<file path="src/pkg/osc_pkg.sv">
// constants, types and offsets shared by the oscillator control register bank
// ============================================================================
// Summary of operation
// - vendor code, high byte 0, low 1
// - fixed product code byte at offset 2
// - fixed mask revision byte at offset 3
// - target address in bits 7:1, answered
// - address pin sets bits 2:1 after reset pin or software reset, power-on loads the low code
// - image revision reloaded on reset and commit
// - after reset PLL follows power-down bit
// - power-down stops PLL, clearing restarts calibration
// - trigger bit rising starts calibration, self-clears
// - automatic start locks PLL, then enables outputs
// - power-on, reset pin, software reset equivalent, except power-on reads the address pin as low and software reset does not reset the i2c engine
// - without automatic start, wait for host trigger
package osc_pkg;

    // ========================================================================
    // register offsets
    localparam logic [7:0] OFS_VENDOR_HI  = 8'h00;
    localparam logic [7:0] OFS_VENDOR_LO  = 8'h01;
    localparam logic [7:0] OFS_PRODUCT    = 8'h02;
    localparam logic [7:0] OFS_MASK_REV   = 8'h03;
    localparam logic [7:0] OFS_TARGET     = 8'h08;
    localparam logic [7:0] OFS_IMAGE_REV  = 8'h09;
    localparam logic [7:0] OFS_CONTROL    = 8'h0A;
    localparam logic [7:0] OFS_SOFT_RESET = 8'h48;

    // ========================================================================
    // device control fields
    localparam int         CTL_PDN_BIT   = 6;
    localparam int         CTL_SEL_BIT   = 5;
    localparam int         CTL_CAL_BIT   = 1;
    localparam int         CTL_AUTO_BIT  = 0;
    localparam logic [7:0] CTL_RW_MASK   = 8'h61;
    localparam logic [7:0] CTL_RESET     = 8'h21;

    // ========================================================================
    // address register fields and reset values
    localparam logic [7:0] TARGET_RESET  = 8'h58;
    localparam logic [7:0] IMGREV_RESET  = 8'h00;
    localparam logic [1:0] PIN_LOW_CODE  = 2'h0;
    localparam logic [1:0] PIN_FLT_CODE  = 2'h1;
    localparam logic [1:0] PIN_HIGH_CODE = 2'h3;

    // ========================================================================
    // timing
    localparam int CLK_FREQ_MHZ = 200;
    localparam int CAL_TIME_NS  = 10000;
    localparam int CAL_CYCLES   = (CAL_TIME_NS * CLK_FREQ_MHZ) / 1000;
    localparam int BYTE_BITS    = 8;

    // ========================================================================
    // state types
    typedef enum logic [2:0] {
        I2C_IDLE,
        I2C_ADDR,
        I2C_RX,
        I2C_ACK,
        I2C_TX,
        I2C_MACK
    } osc_i2c_st_t;

    typedef enum logic [1:0] {
        SEQ_OFF,
        SEQ_IDLE,
        SEQ_CAL,
        SEQ_LOCK
    } osc_seq_st_t;

endpackage : osc_pkg

</file>
<file path="src/pkg/osc_cal_if.sv">
// control and status between register bank and pll calibration sequencer
`timescale 1ns/1ps
interface osc_cal_if;
    logic power_down;
    logic start;
    logic pll_enable;
    logic calibrating;
    logic locked;
    logic done;

    modport ctl (
        output power_down,
        output start,
        input  pll_enable,
        input  calibrating,
        input  locked,
        input  done
    );

    modport seq (
        input  power_down,
        input  start,
        output pll_enable,
        output calibrating,
        output locked,
        output done
    );
endinterface : osc_cal_if

</file>
<file path="src/verilog/osc_cal_seq.sv">
// pll enable and calibration sequencer
`timescale 1ns/1ps
module osc_cal_seq #(
    parameter int CAL_CYCLES = osc_pkg::CAL_CYCLES
) (
    input  logic   clk,
    input  logic   rst,
    osc_cal_if.seq cal
);
    localparam int CW = $clog2(CAL_CYCLES + 1);

    if (CAL_CYCLES < 1) begin : g_chk
        $error("CAL_CYCLES must be at least one");
    end

    osc_pkg::osc_seq_st_t st_ff;
    osc_pkg::osc_seq_st_t nxt_st;
    logic [CW-1:0]        cnt_ff;
    logic [CW-1:0]        nxt_cnt;
    logic                 done_ff;
    logic                 nxt_done;

    // ========================================================================
    // next state
    always_comb begin
        nxt_st   = st_ff;
        nxt_cnt  = cnt_ff;
        nxt_done = 1'b0;
        // power-down wins
        if (cal.power_down) begin
            nxt_st = osc_pkg::SEQ_OFF;
        end else begin
            unique case (st_ff)
                osc_pkg::SEQ_OFF: begin
                    nxt_st = cal.start ? osc_pkg::SEQ_CAL : osc_pkg::SEQ_IDLE;
                end
                osc_pkg::SEQ_IDLE, osc_pkg::SEQ_LOCK: begin
                    if (cal.start) begin
                        nxt_st = osc_pkg::SEQ_CAL;
                    end
                end
                osc_pkg::SEQ_CAL: begin
                    if (cnt_ff == CW'(CAL_CYCLES - 1)) begin
                        nxt_st   = osc_pkg::SEQ_LOCK;
                        nxt_done = 1'b1;
                    end
                end
            endcase
        end
        if (nxt_st == osc_pkg::SEQ_CAL && (st_ff != osc_pkg::SEQ_CAL || cal.start)) begin
            nxt_cnt = '0;
        end else if (st_ff == osc_pkg::SEQ_CAL) begin
            nxt_cnt = cnt_ff + CW'(1);
        end
    end

    // ========================================================================
    // registers
    always_ff @(posedge clk) begin
        if (rst) begin
            st_ff   <= osc_pkg::SEQ_OFF;
            cnt_ff  <= '0;
            done_ff <= 1'b0;
        end else begin
            st_ff   <= nxt_st;
            cnt_ff  <= nxt_cnt;
            done_ff <= nxt_done;
        end
    end

    assign cal.pll_enable  = (st_ff != osc_pkg::SEQ_OFF);
    assign cal.calibrating = (st_ff == osc_pkg::SEQ_CAL);
    assign cal.locked      = (st_ff == osc_pkg::SEQ_LOCK);
    assign cal.done        = done_ff;
endmodule : osc_cal_seq

</file>
<file path="src/verilog/osc_regs.sv">
// oscillator identification and device control register bank with i2c target
`timescale 1ns/1ps
module osc_regs #(
    parameter logic [15:0] VENDOR_CODE  = 16'h5AD1, // arbitrary value
    parameter logic [7:0]  PRODUCT_CODE = 8'h6C,    // arbitrary value
    parameter logic [7:0]  MASK_REV     = 8'h01,    // arbitrary value
    parameter int          CAL_CYCLES   = osc_pkg::CAL_CYCLES
) (
    input  logic       clk,
    input  logic       sys_rst,
    input  logic       reset_pin_n,
    input  logic       addr_pin_high,
    input  logic       addr_pin_float,
    input  logic       scl_in,
    input  logic       sda_in,
    output logic       sda_out,
    output logic       sda_oe,
    input  logic [6:0] nvm_target_address,
    input  logic [7:0] nvm_image_revision,
    input  logic [7:0] nvm_control,
    input  logic       nvm_commit_done,
    output logic       pll_enable,
    output logic       pll_calibrating,
    output logic       pll_locked,
    output logic       output_enable
);
    localparam int PDN  = osc_pkg::CTL_PDN_BIT;
    localparam int CALB = osc_pkg::CTL_CAL_BIT;
    localparam int AUTO = osc_pkg::CTL_AUTO_BIT;

    // ========================================================================
    // input synchronisers
    logic scl_s1_ff;
    logic scl_s2_ff;
    logic scl_d_ff;
    logic sda_s1_ff;
    logic sda_s2_ff;
    logic sda_d_ff;
    logic rpin_s1_ff;
    logic rpin_s2_ff;
    logic ahi_s1_ff;
    logic ahi_s2_ff;
    logic aflt_s1_ff;
    logic aflt_s2_ff;

    always_ff @(posedge clk) begin
        if (sys_rst) begin
            scl_s1_ff  <= 1'b1;
            scl_s2_ff  <= 1'b1;
            scl_d_ff   <= 1'b1;
            sda_s1_ff  <= 1'b1;
            sda_s2_ff  <= 1'b1;
            sda_d_ff   <= 1'b1;
            rpin_s1_ff <= 1'b1;
            rpin_s2_ff <= 1'b1;
            ahi_s1_ff  <= 1'b0;
            ahi_s2_ff  <= 1'b0;
            aflt_s1_ff <= 1'b0;
            aflt_s2_ff <= 1'b0;
        end else begin
            scl_s1_ff  <= scl_in;
            scl_s2_ff  <= scl_s1_ff;
            scl_d_ff   <= scl_s2_ff;
            sda_s1_ff  <= sda_in;
            sda_s2_ff  <= sda_s1_ff;
            sda_d_ff   <= sda_s2_ff;
            rpin_s1_ff <= reset_pin_n;
            rpin_s2_ff <= rpin_s1_ff;
            ahi_s1_ff  <= addr_pin_high;
            ahi_s2_ff  <= ahi_s1_ff;
            aflt_s1_ff <= addr_pin_float;
            aflt_s2_ff <= aflt_s1_ff;
        end
    end

    logic scl_rise;
    logic scl_fall;
    logic bus_start;
    logic bus_stop;

    assign scl_rise  = scl_s2_ff & ~scl_d_ff;
    assign scl_fall  = ~scl_s2_ff & scl_d_ff;
    assign bus_start = scl_s2_ff & scl_d_ff & sda_d_ff & ~sda_s2_ff;
    assign bus_stop  = scl_s2_ff & scl_d_ff & ~sda_d_ff & sda_s2_ff;

    // ========================================================================
    // register state
    logic [7:0] target_ff;
    logic [7:0] nxt_target;
    logic [7:0] imgrev_ff;
    logic [7:0] nxt_imgrev;
    logic [7:0] ctl_ff;
    logic [7:0] nxt_ctl;
    logic       dev_rst_ff;
    logic       nxt_dev_rst;
    logic       boot_ff;
    logic       launch_ff;
    logic       run_ff;
    logic       nxt_run;
    logic       out_en_ff;
    logic       nxt_out_en;
    logic       start_ff;
    logic       nxt_start;
    logic       reg_rst;
    logic       wr_en;
    logic [7:0] rd_byte;
    logic [1:0] pin_code;

    // ========================================================================
    // i2c target engine state
    osc_pkg::osc_i2c_st_t st_ff;
    osc_pkg::osc_i2c_st_t nxt_st;
    logic [3:0]           cnt_ff;
    logic [3:0]           nxt_cnt;
    logic [7:0]           shift_ff;
    logic [7:0]           nxt_shift;
    logic [7:0]           ptr_ff;
    logic [7:0]           nxt_ptr;
    logic                 rw_ff;
    logic                 nxt_rw;
    logic                 ptr_set_ff;
    logic                 nxt_ptr_set;
    logic                 oe_ff;
    logic                 nxt_oe;

    osc_cal_if cal ();

    osc_cal_seq #(
        .CAL_CYCLES (CAL_CYCLES)
    ) u_seq (
        .clk (clk),
        .rst (reg_rst),
        .cal (cal)
    );

    assign reg_rst = sys_rst | dev_rst_ff;

    // ========================================================================
    // read data
    always_comb begin
        unique case (ptr_ff)
            // vendor code bytes
            // vendor code split
            osc_pkg::OFS_VENDOR_HI: rd_byte = VENDOR_CODE[15:8];
            osc_pkg::OFS_VENDOR_LO: rd_byte = VENDOR_CODE[7:0];
            osc_pkg::OFS_PRODUCT:   rd_byte = PRODUCT_CODE;
            osc_pkg::OFS_MASK_REV:  rd_byte = MASK_REV;
            osc_pkg::OFS_TARGET:    rd_byte = target_ff;
            osc_pkg::OFS_IMAGE_REV: rd_byte = imgrev_ff;
            osc_pkg::OFS_CONTROL:   rd_byte = ctl_ff & (osc_pkg::CTL_RW_MASK | 8'h02);
            default:                rd_byte = 8'h00;
        endcase
    end

    // ========================================================================
    // i2c target next state
    always_comb begin
        nxt_st      = st_ff;
        nxt_cnt     = cnt_ff;
        nxt_shift   = shift_ff;
        nxt_ptr     = ptr_ff;
        nxt_rw      = rw_ff;
        nxt_ptr_set = ptr_set_ff;
        nxt_oe      = oe_ff;
        wr_en       = 1'b0;
        if (bus_stop) begin
            nxt_st = osc_pkg::I2C_IDLE;
            nxt_oe = 1'b0;
        end else if (bus_start) begin
            nxt_st      = osc_pkg::I2C_ADDR;
            nxt_cnt     = 4'h0;
            nxt_oe      = 1'b0;
            nxt_ptr_set = 1'b0;
        end else begin
            unique case (st_ff)
                osc_pkg::I2C_IDLE: begin
                    nxt_oe = 1'b0;
                end
                osc_pkg::I2C_ADDR, osc_pkg::I2C_RX: begin
                    if (scl_rise && cnt_ff != 4'h8) begin
                        nxt_shift = {shift_ff[6:0], sda_s2_ff};
                        nxt_cnt   = cnt_ff + 4'h1;
                    end else if (scl_fall && cnt_ff == 4'h8) begin
                        if (st_ff == osc_pkg::I2C_ADDR) begin
                            if (shift_ff[7:1] == target_ff[7:1]) begin
                                nxt_rw = shift_ff[0];
                                nxt_oe = 1'b1;
                                nxt_st = osc_pkg::I2C_ACK;
                            end else begin
                                nxt_st = osc_pkg::I2C_IDLE;
                            end
                        end else begin
                            if (!ptr_set_ff) begin
                                nxt_ptr     = shift_ff;
                                nxt_ptr_set = 1'b1;
                            end else begin
                                wr_en   = 1'b1;
                                nxt_ptr = ptr_ff + 8'h01;
                            end
                            nxt_oe = 1'b1;
                            nxt_st = osc_pkg::I2C_ACK;
                        end
                    end
                end
                osc_pkg::I2C_ACK: begin
                    if (scl_fall) begin
                        if (rw_ff) begin
                            nxt_oe    = ~rd_byte[7];
                            nxt_shift = {rd_byte[6:0], 1'b0};
                            nxt_cnt   = 4'h1;
                            nxt_ptr   = ptr_ff + 8'h01;
                            nxt_st    = osc_pkg::I2C_TX;
                        end else begin
                            nxt_oe  = 1'b0;
                            nxt_cnt = 4'h0;
                            nxt_st  = osc_pkg::I2C_RX;
                        end
                    end
                end
                osc_pkg::I2C_TX: begin
                    if (scl_fall) begin
                        if (cnt_ff == 4'h8) begin
                            nxt_oe = 1'b0;
                            nxt_st = osc_pkg::I2C_MACK;
                        end else begin
                            nxt_oe    = ~shift_ff[7];
                            nxt_shift = {shift_ff[6:0], 1'b0};
                            nxt_cnt   = cnt_ff + 4'h1;
                        end
                    end
                end
                osc_pkg::I2C_MACK: begin
                    if (scl_rise) begin
                        nxt_st = sda_s2_ff ? osc_pkg::I2C_IDLE : osc_pkg::I2C_ACK;
                    end
                end
            endcase
        end
    end

    always_ff @(posedge clk) begin
        if (sys_rst || !rpin_s2_ff) begin
            st_ff      <= osc_pkg::I2C_IDLE;
            cnt_ff     <= 4'h0;
            shift_ff   <= 8'h00;
            ptr_ff     <= 8'h00;
            rw_ff      <= 1'b0;
            ptr_set_ff <= 1'b0;
            oe_ff      <= 1'b0;
        end else begin
            st_ff      <= nxt_st;
            cnt_ff     <= nxt_cnt;
            shift_ff   <= nxt_shift;
            ptr_ff     <= nxt_ptr;
            rw_ff      <= nxt_rw;
            ptr_set_ff <= nxt_ptr_set;
            oe_ff      <= nxt_oe;
        end
    end

    // ========================================================================
    // register bank next state
    always_comb begin
        pin_code = ahi_s2_ff  ? osc_pkg::PIN_HIGH_CODE :
                   aflt_s2_ff ? osc_pkg::PIN_FLT_CODE  : osc_pkg::PIN_LOW_CODE;
        nxt_target = target_ff;
        nxt_imgrev = imgrev_ff;
        nxt_ctl    = ctl_ff;
        nxt_run    = run_ff;
        nxt_start  = 1'b0;
        nxt_dev_rst = ~rpin_s2_ff | (wr_en && ptr_ff == osc_pkg::OFS_SOFT_RESET);
        if (boot_ff) begin
            nxt_target = {nvm_target_address[6:2], pin_code, 1'b0};
            nxt_ctl    = nvm_control & osc_pkg::CTL_RW_MASK;
        end
        if (boot_ff || nvm_commit_done) begin
            nxt_imgrev = nvm_image_revision;
        end
        if (launch_ff && !ctl_ff[PDN] && ctl_ff[AUTO]) begin
            nxt_start = 1'b1;
            nxt_run   = 1'b1;
        end
        if (cal.done) begin
            nxt_ctl[CALB] = 1'b0;
        end
        if (wr_en && ptr_ff == osc_pkg::OFS_CONTROL) begin
            nxt_ctl = (shift_ff & osc_pkg::CTL_RW_MASK) | {6'h00, nxt_ctl[CALB], 1'b0};
            if (ctl_ff[PDN] && !shift_ff[PDN]) begin
                nxt_start = 1'b1;
            end
            if (shift_ff[CALB] && !ctl_ff[CALB] && !shift_ff[PDN]) begin
                nxt_ctl[CALB] = 1'b1;
                nxt_start     = 1'b1;
                nxt_run       = 1'b1;
            end
        end
        if (nxt_ctl[PDN]) begin
            nxt_ctl[CALB] = 1'b0;
        end
        nxt_out_en = run_ff & cal.locked & ~ctl_ff[PDN];
    end

    always_ff @(posedge clk) begin
        if (reg_rst) begin
            target_ff <= osc_pkg::TARGET_RESET;
            imgrev_ff <= osc_pkg::IMGREV_RESET;
            ctl_ff    <= osc_pkg::CTL_RESET;
            run_ff    <= 1'b0;
            out_en_ff <= 1'b0;
            start_ff  <= 1'b0;
            launch_ff <= 1'b0;
        end else begin
            target_ff <= nxt_target;
            imgrev_ff <= nxt_imgrev;
            ctl_ff    <= nxt_ctl;
            run_ff    <= nxt_run;
            out_en_ff <= nxt_out_en;
            start_ff  <= nxt_start;
            launch_ff <= boot_ff;
        end
    end

    always_ff @(posedge clk) begin
        if (sys_rst) begin
            dev_rst_ff <= 1'b1;
            boot_ff    <= 1'b0;
        end else begin
            dev_rst_ff <= nxt_dev_rst;
            boot_ff    <= dev_rst_ff;
        end
    end

    assign cal.power_down = ctl_ff[PDN];
    assign cal.start      = start_ff;

    // ========================================================================
    // outputs
    assign sda_out         = 1'b0;
    assign sda_oe          = oe_ff;
    assign pll_enable      = cal.pll_enable;
    assign pll_calibrating = cal.calibrating;
    assign pll_locked      = cal.locked;
    assign output_enable   = out_en_ff;
endmodule : osc_regs

</file>
<file path="config.mk">
export PLATFORM = sky130hd
export DESIGN_NAME = osc_regs
export DESIGN_NICKNAME = d
export VERILOG_FILES = /design/src/pkg/osc_pkg.sv /design/src/pkg/osc_cal_if.sv /design/src/verilog/osc_cal_seq.sv /design/src/verilog/osc_regs.sv
export SDC_FILE = /design/constraint.sdc
export NUM_CORES = 1
export LEC_CHECK = 0
export ABC_AREA = 1
export CORE_UTILIZATION = 30
export DETAILED_ROUTE_END_ITERATION = 8
export DONT_BUFFER_PORTS = 1
export SYNTH_ARGS = -nofsm -noshare
export SYNTH_HDL_FRONTEND = slang
export SYNTH_SLANG_ARGS = --single-unit
</file>
<file path="constraint.sdc">
create_clock -name clk -period 1.91 [get_ports clk]
set_input_delay 0.382 -clock clk [delete_from_list [all_inputs] [get_ports clk]]
set_output_delay 0.382 -clock clk [all_outputs]
set_load 0.02 [all_outputs]
</file>
==> results.py <==
metrics = {
    "outcome": {
        "status": "completed",
    },
    "drt": {
        "drt-initial-drc-count": 252,
        "ant_nets": 0,
        "drc": 0,
        "wl_um": 9330,
        "viasPerCell": 4.68,
        "wl_per_cell_um": 12.4,
        "dr.pass1.iters": 5,
        "via_count": 3515,
    },
    "clock_tree": {
        "root_buffer": "clkbuf_16",
        "cts.clk_slew.worst_paths_ps": 60,
        "clk_latency_ps": 340,
        "numCtsBuffers": 9,
        "cts_sinks": 77,
        "cts_tree": "built",
        "h-tree-depth": 3,
        "clockBufferDepth": 2,
    },
    "finish": {
        "final_area_um2": 4490,
        "area_growth_syn_to_layout_pct": 14.4,
        "fin_util": 0.354,
        "final_nets": 613,
        "layout.cells.non_filler": 751,
        "fill_cells": 1335,
        "seqCellArea_um2": 1540,
        "multi_input_area_um2": 2030,
        "antenna_cells": 0,
        "drive_gt1_frac": 0.135,
    },
    "sta": {
        "finClkSkew_ps": 8.44,
        "worstMarginPinSlew_ps": 502,
        "fin_tns_setup_ps": 0,
        "drv_slew": 0,
        "hold_viol": 0,
        "fin_crit_sh": 0.921,
        "max_clock_freq_mhz": 568,
        "finalCriticalPeriod_ps": 1760,
        "finalSetupViolations": 0,
        "slew_headroom": 0.664,
    },
    "place": {
        "place_area_um2": 4140,
        "hpwlAfterDp_um": 7130,
        "dp_cells": 732,
        "portBuffers": 0,
        "gp_congestion": 0.865,
    },
    "floorplan": {
        "die_h_um": 116,
        "start_util": 0.310,
        "dieArea_um2": 13500,
        "die_w_um": 116,
        "core-area_um2": 12700,
        "num_rows": 41,
        "ioPinCount": 37,
    },
    "yosys": {
        "synth-edff-count": 0,
        "synth_nets": 600,
        "synth_cell_types": 37,
        "synth.avg_cell_area_um2": 6.99,
        "ys_dominant_reg_cell": "dfxtp_1",
        "async_flop_share": 0,
        "ys_ff_latch": 77,
        "synth_seq_area_share": 0.393,
        "syn_area_um2": 3930,
        "synth_cells": 562,
        "yosysWarnings": 0,
    },
    "flow_run": {
        "maxCapViolCount": 0,
    },
    "global_route": {
        "grt_usage": 0.150,
        "first_global_vias": 3376,
        "grt_pass1_wl_um": 15700,
        "grt_max_degree": 18,
        "antenna_found_initial": 0,
        "grt_overflow": 0,
    },
    "worst_setup_path": {
        "path_class": "register to register",
        "worstPathArrival_ps": 1990,
        "end_kind": "register",
        "cp-start-kind": "register",
        "cp.required_ps": 2140,
        "path_max_fanout": 9,
    },
    "power_and_ir_drop": {
        "clkPwrFrac": 0.306,
        "p_int_uw": 3610,
        "cellLeakagePower_uw": 0.00187,
        "power_uw": 5720,
        "seq_power_share": 0.361,
        "switching_share": 0.368,
        "p_per_area_nw_per_um2": 1270,
        "power_switching_uw": 2110,
        "irDropWorstVdd_v": 0.000593,
        "combinationalPowerShare": 0.333,
    },
    "hold_path": {
        "worstHoldPathType": "input port to register",
    },
}
-- state kept, by name (all words and copies together) (netlist names), 2 cells and up --
signal and flops:
st_ff 3, target_ff 7, u_seq.st_ff 2, imgrev_ff 8, u_seq.cnt_ff 11, cnt_ff 4, shift_ff 8, ctl_ff 4
ptr_ff 8
-- metrics by stage --
step / setup slack, ps / hold WS (ps)
floorplan: 382 / 388
global placement: 168 / 398
detailed placement: 139 / 402
CTS: 136 / 99.1
global route: -0.317 / 109
finish: 151 / 112
-- synthesized netlist by cell type (all sizes together), types with 2 or more instances --
library cell / count / share of area
a31oi: 3 / 0.0048
inv: 69 / 0.066
o211ai: 5 / 0.0096
dfxtp: 77 / 0.39
nand4: 9 / 0.014
a21oi: 26 / 0.036
buf: 9 / 0.019
and2: 2 / 0.0032
nand3: 41 / 0.060
xnor2: 3 / 0.0067
ha: 7 / 0.022
a211oi: 2 / 0.0051
clkbuf: 5 / 0.0048
nand2: 117 / 0.12
xor2: 11 / 0.025
or2: 7 / 0.011
o21ai: 50 / 0.064
nor3: 11 / 0.015
nor2: 103 / 0.11
-- worst paths after layout --
kind | start | to | slack [ps] | depth (start not counted)
worst min register to register | ahi_s1_ff | ahi_s2_ff | 410 | 2
worst max register to register | cnt_ff[0] | shift_ff[3] | 150 | 11
worst min-delay path | sys_rst | aflt_s1_ff | 110 | 1
worst max-delay path | cnt_ff[0] | shift_ff[3] | 150 | 11
-- layer usage --
metal | share of wire | track usage | wire, um | vias to the layer above
met5 | 0 | 0 | 0 | -
met4 | 0.016 | 0.0615 | 147 | 0
met2 | 0.48 | 0.252 | 4470 | 68
met1 | 0.47 | 0.191 | 4390 | 1618
met3 | 0.035 | 0.0223 | 326 | 11
li1 | - | - | - | 1818
-- power by group through the flow --
stage	sequential [uW]	combinational [uW]	clock, uW
after floorplan	2000	1490	0
after global placement	2090	1780	0
after detailed placement	2090	1800	0
after CTS	2060	1820	1790
after global routing	2100	2160	1850
final	2060	1900	1750
-- cells by family after synthesis --
group | Yosys count | share of synthesized area
simple gates | 290 | 0.337
compound gates | 89 | 0.125
buf+inv | 84 | 0.0911
flops | 77 | 0.393
xor+xnor | 14 | 0.0312
fa+ha+maj | 7 | 0.0223
other cells | 1 | 0.000955
-- worst max-delay path, stage by stage, from the launching register on --
cell and delay, ps:
dfxtp_1 390, inv_1 60, ha_1 200, nand3_1 140
nand2_1 60, nand2_1 100, nand3_4 110, nor2_4 230
buf_4 170, nand2_2 40, a21oi_2 100, nor2_1 40
-- cell type report --
cell class / count / share of cell area
sequential: 77 / 0.343
inverter: 70 / 0.0588
clock inverter: 4 / 0.0123
clock buffer: 11 / 0.0563
tap: 172 / 0.0479
timing repair buffer: 16 / 0.0295
multi-input combinational: 401 / 0.452
-- repair_timing --
item	CTS	global route
buffers inserted	0	4
hold buffers	0	0
endpoints found under the setup margin	0	15
gates resized for setup	0	1
-- placed cells by master, fill, tap and decap left out, types with 2 or more instances in the layout --
master / instances
nand4_1: 9
or2_2: 7
nand3_4: 2
and2_1: 2
clkbuf_16: 9
nand3_1: 38
xor2_1: 11
inv_2: 9
nor2_4: 6
a21oi_2: 3
dfxtp_1: 77
nor2_2: 5
o21ai_1: 15
o211ai_1: 5
a21oi_1: 23
nand2_1: 107
ha_1: 7
nor2_1: 92
a31oi_1: 3
o21ai_0: 34
inv_1: 60
inv_6: 2
clkbuf_8: 2
nand2_2: 9
buf_4: 15
xnor2_1: 3
nor3_1: 10
No activity file was read; power rests on OpenSTA's default activity.
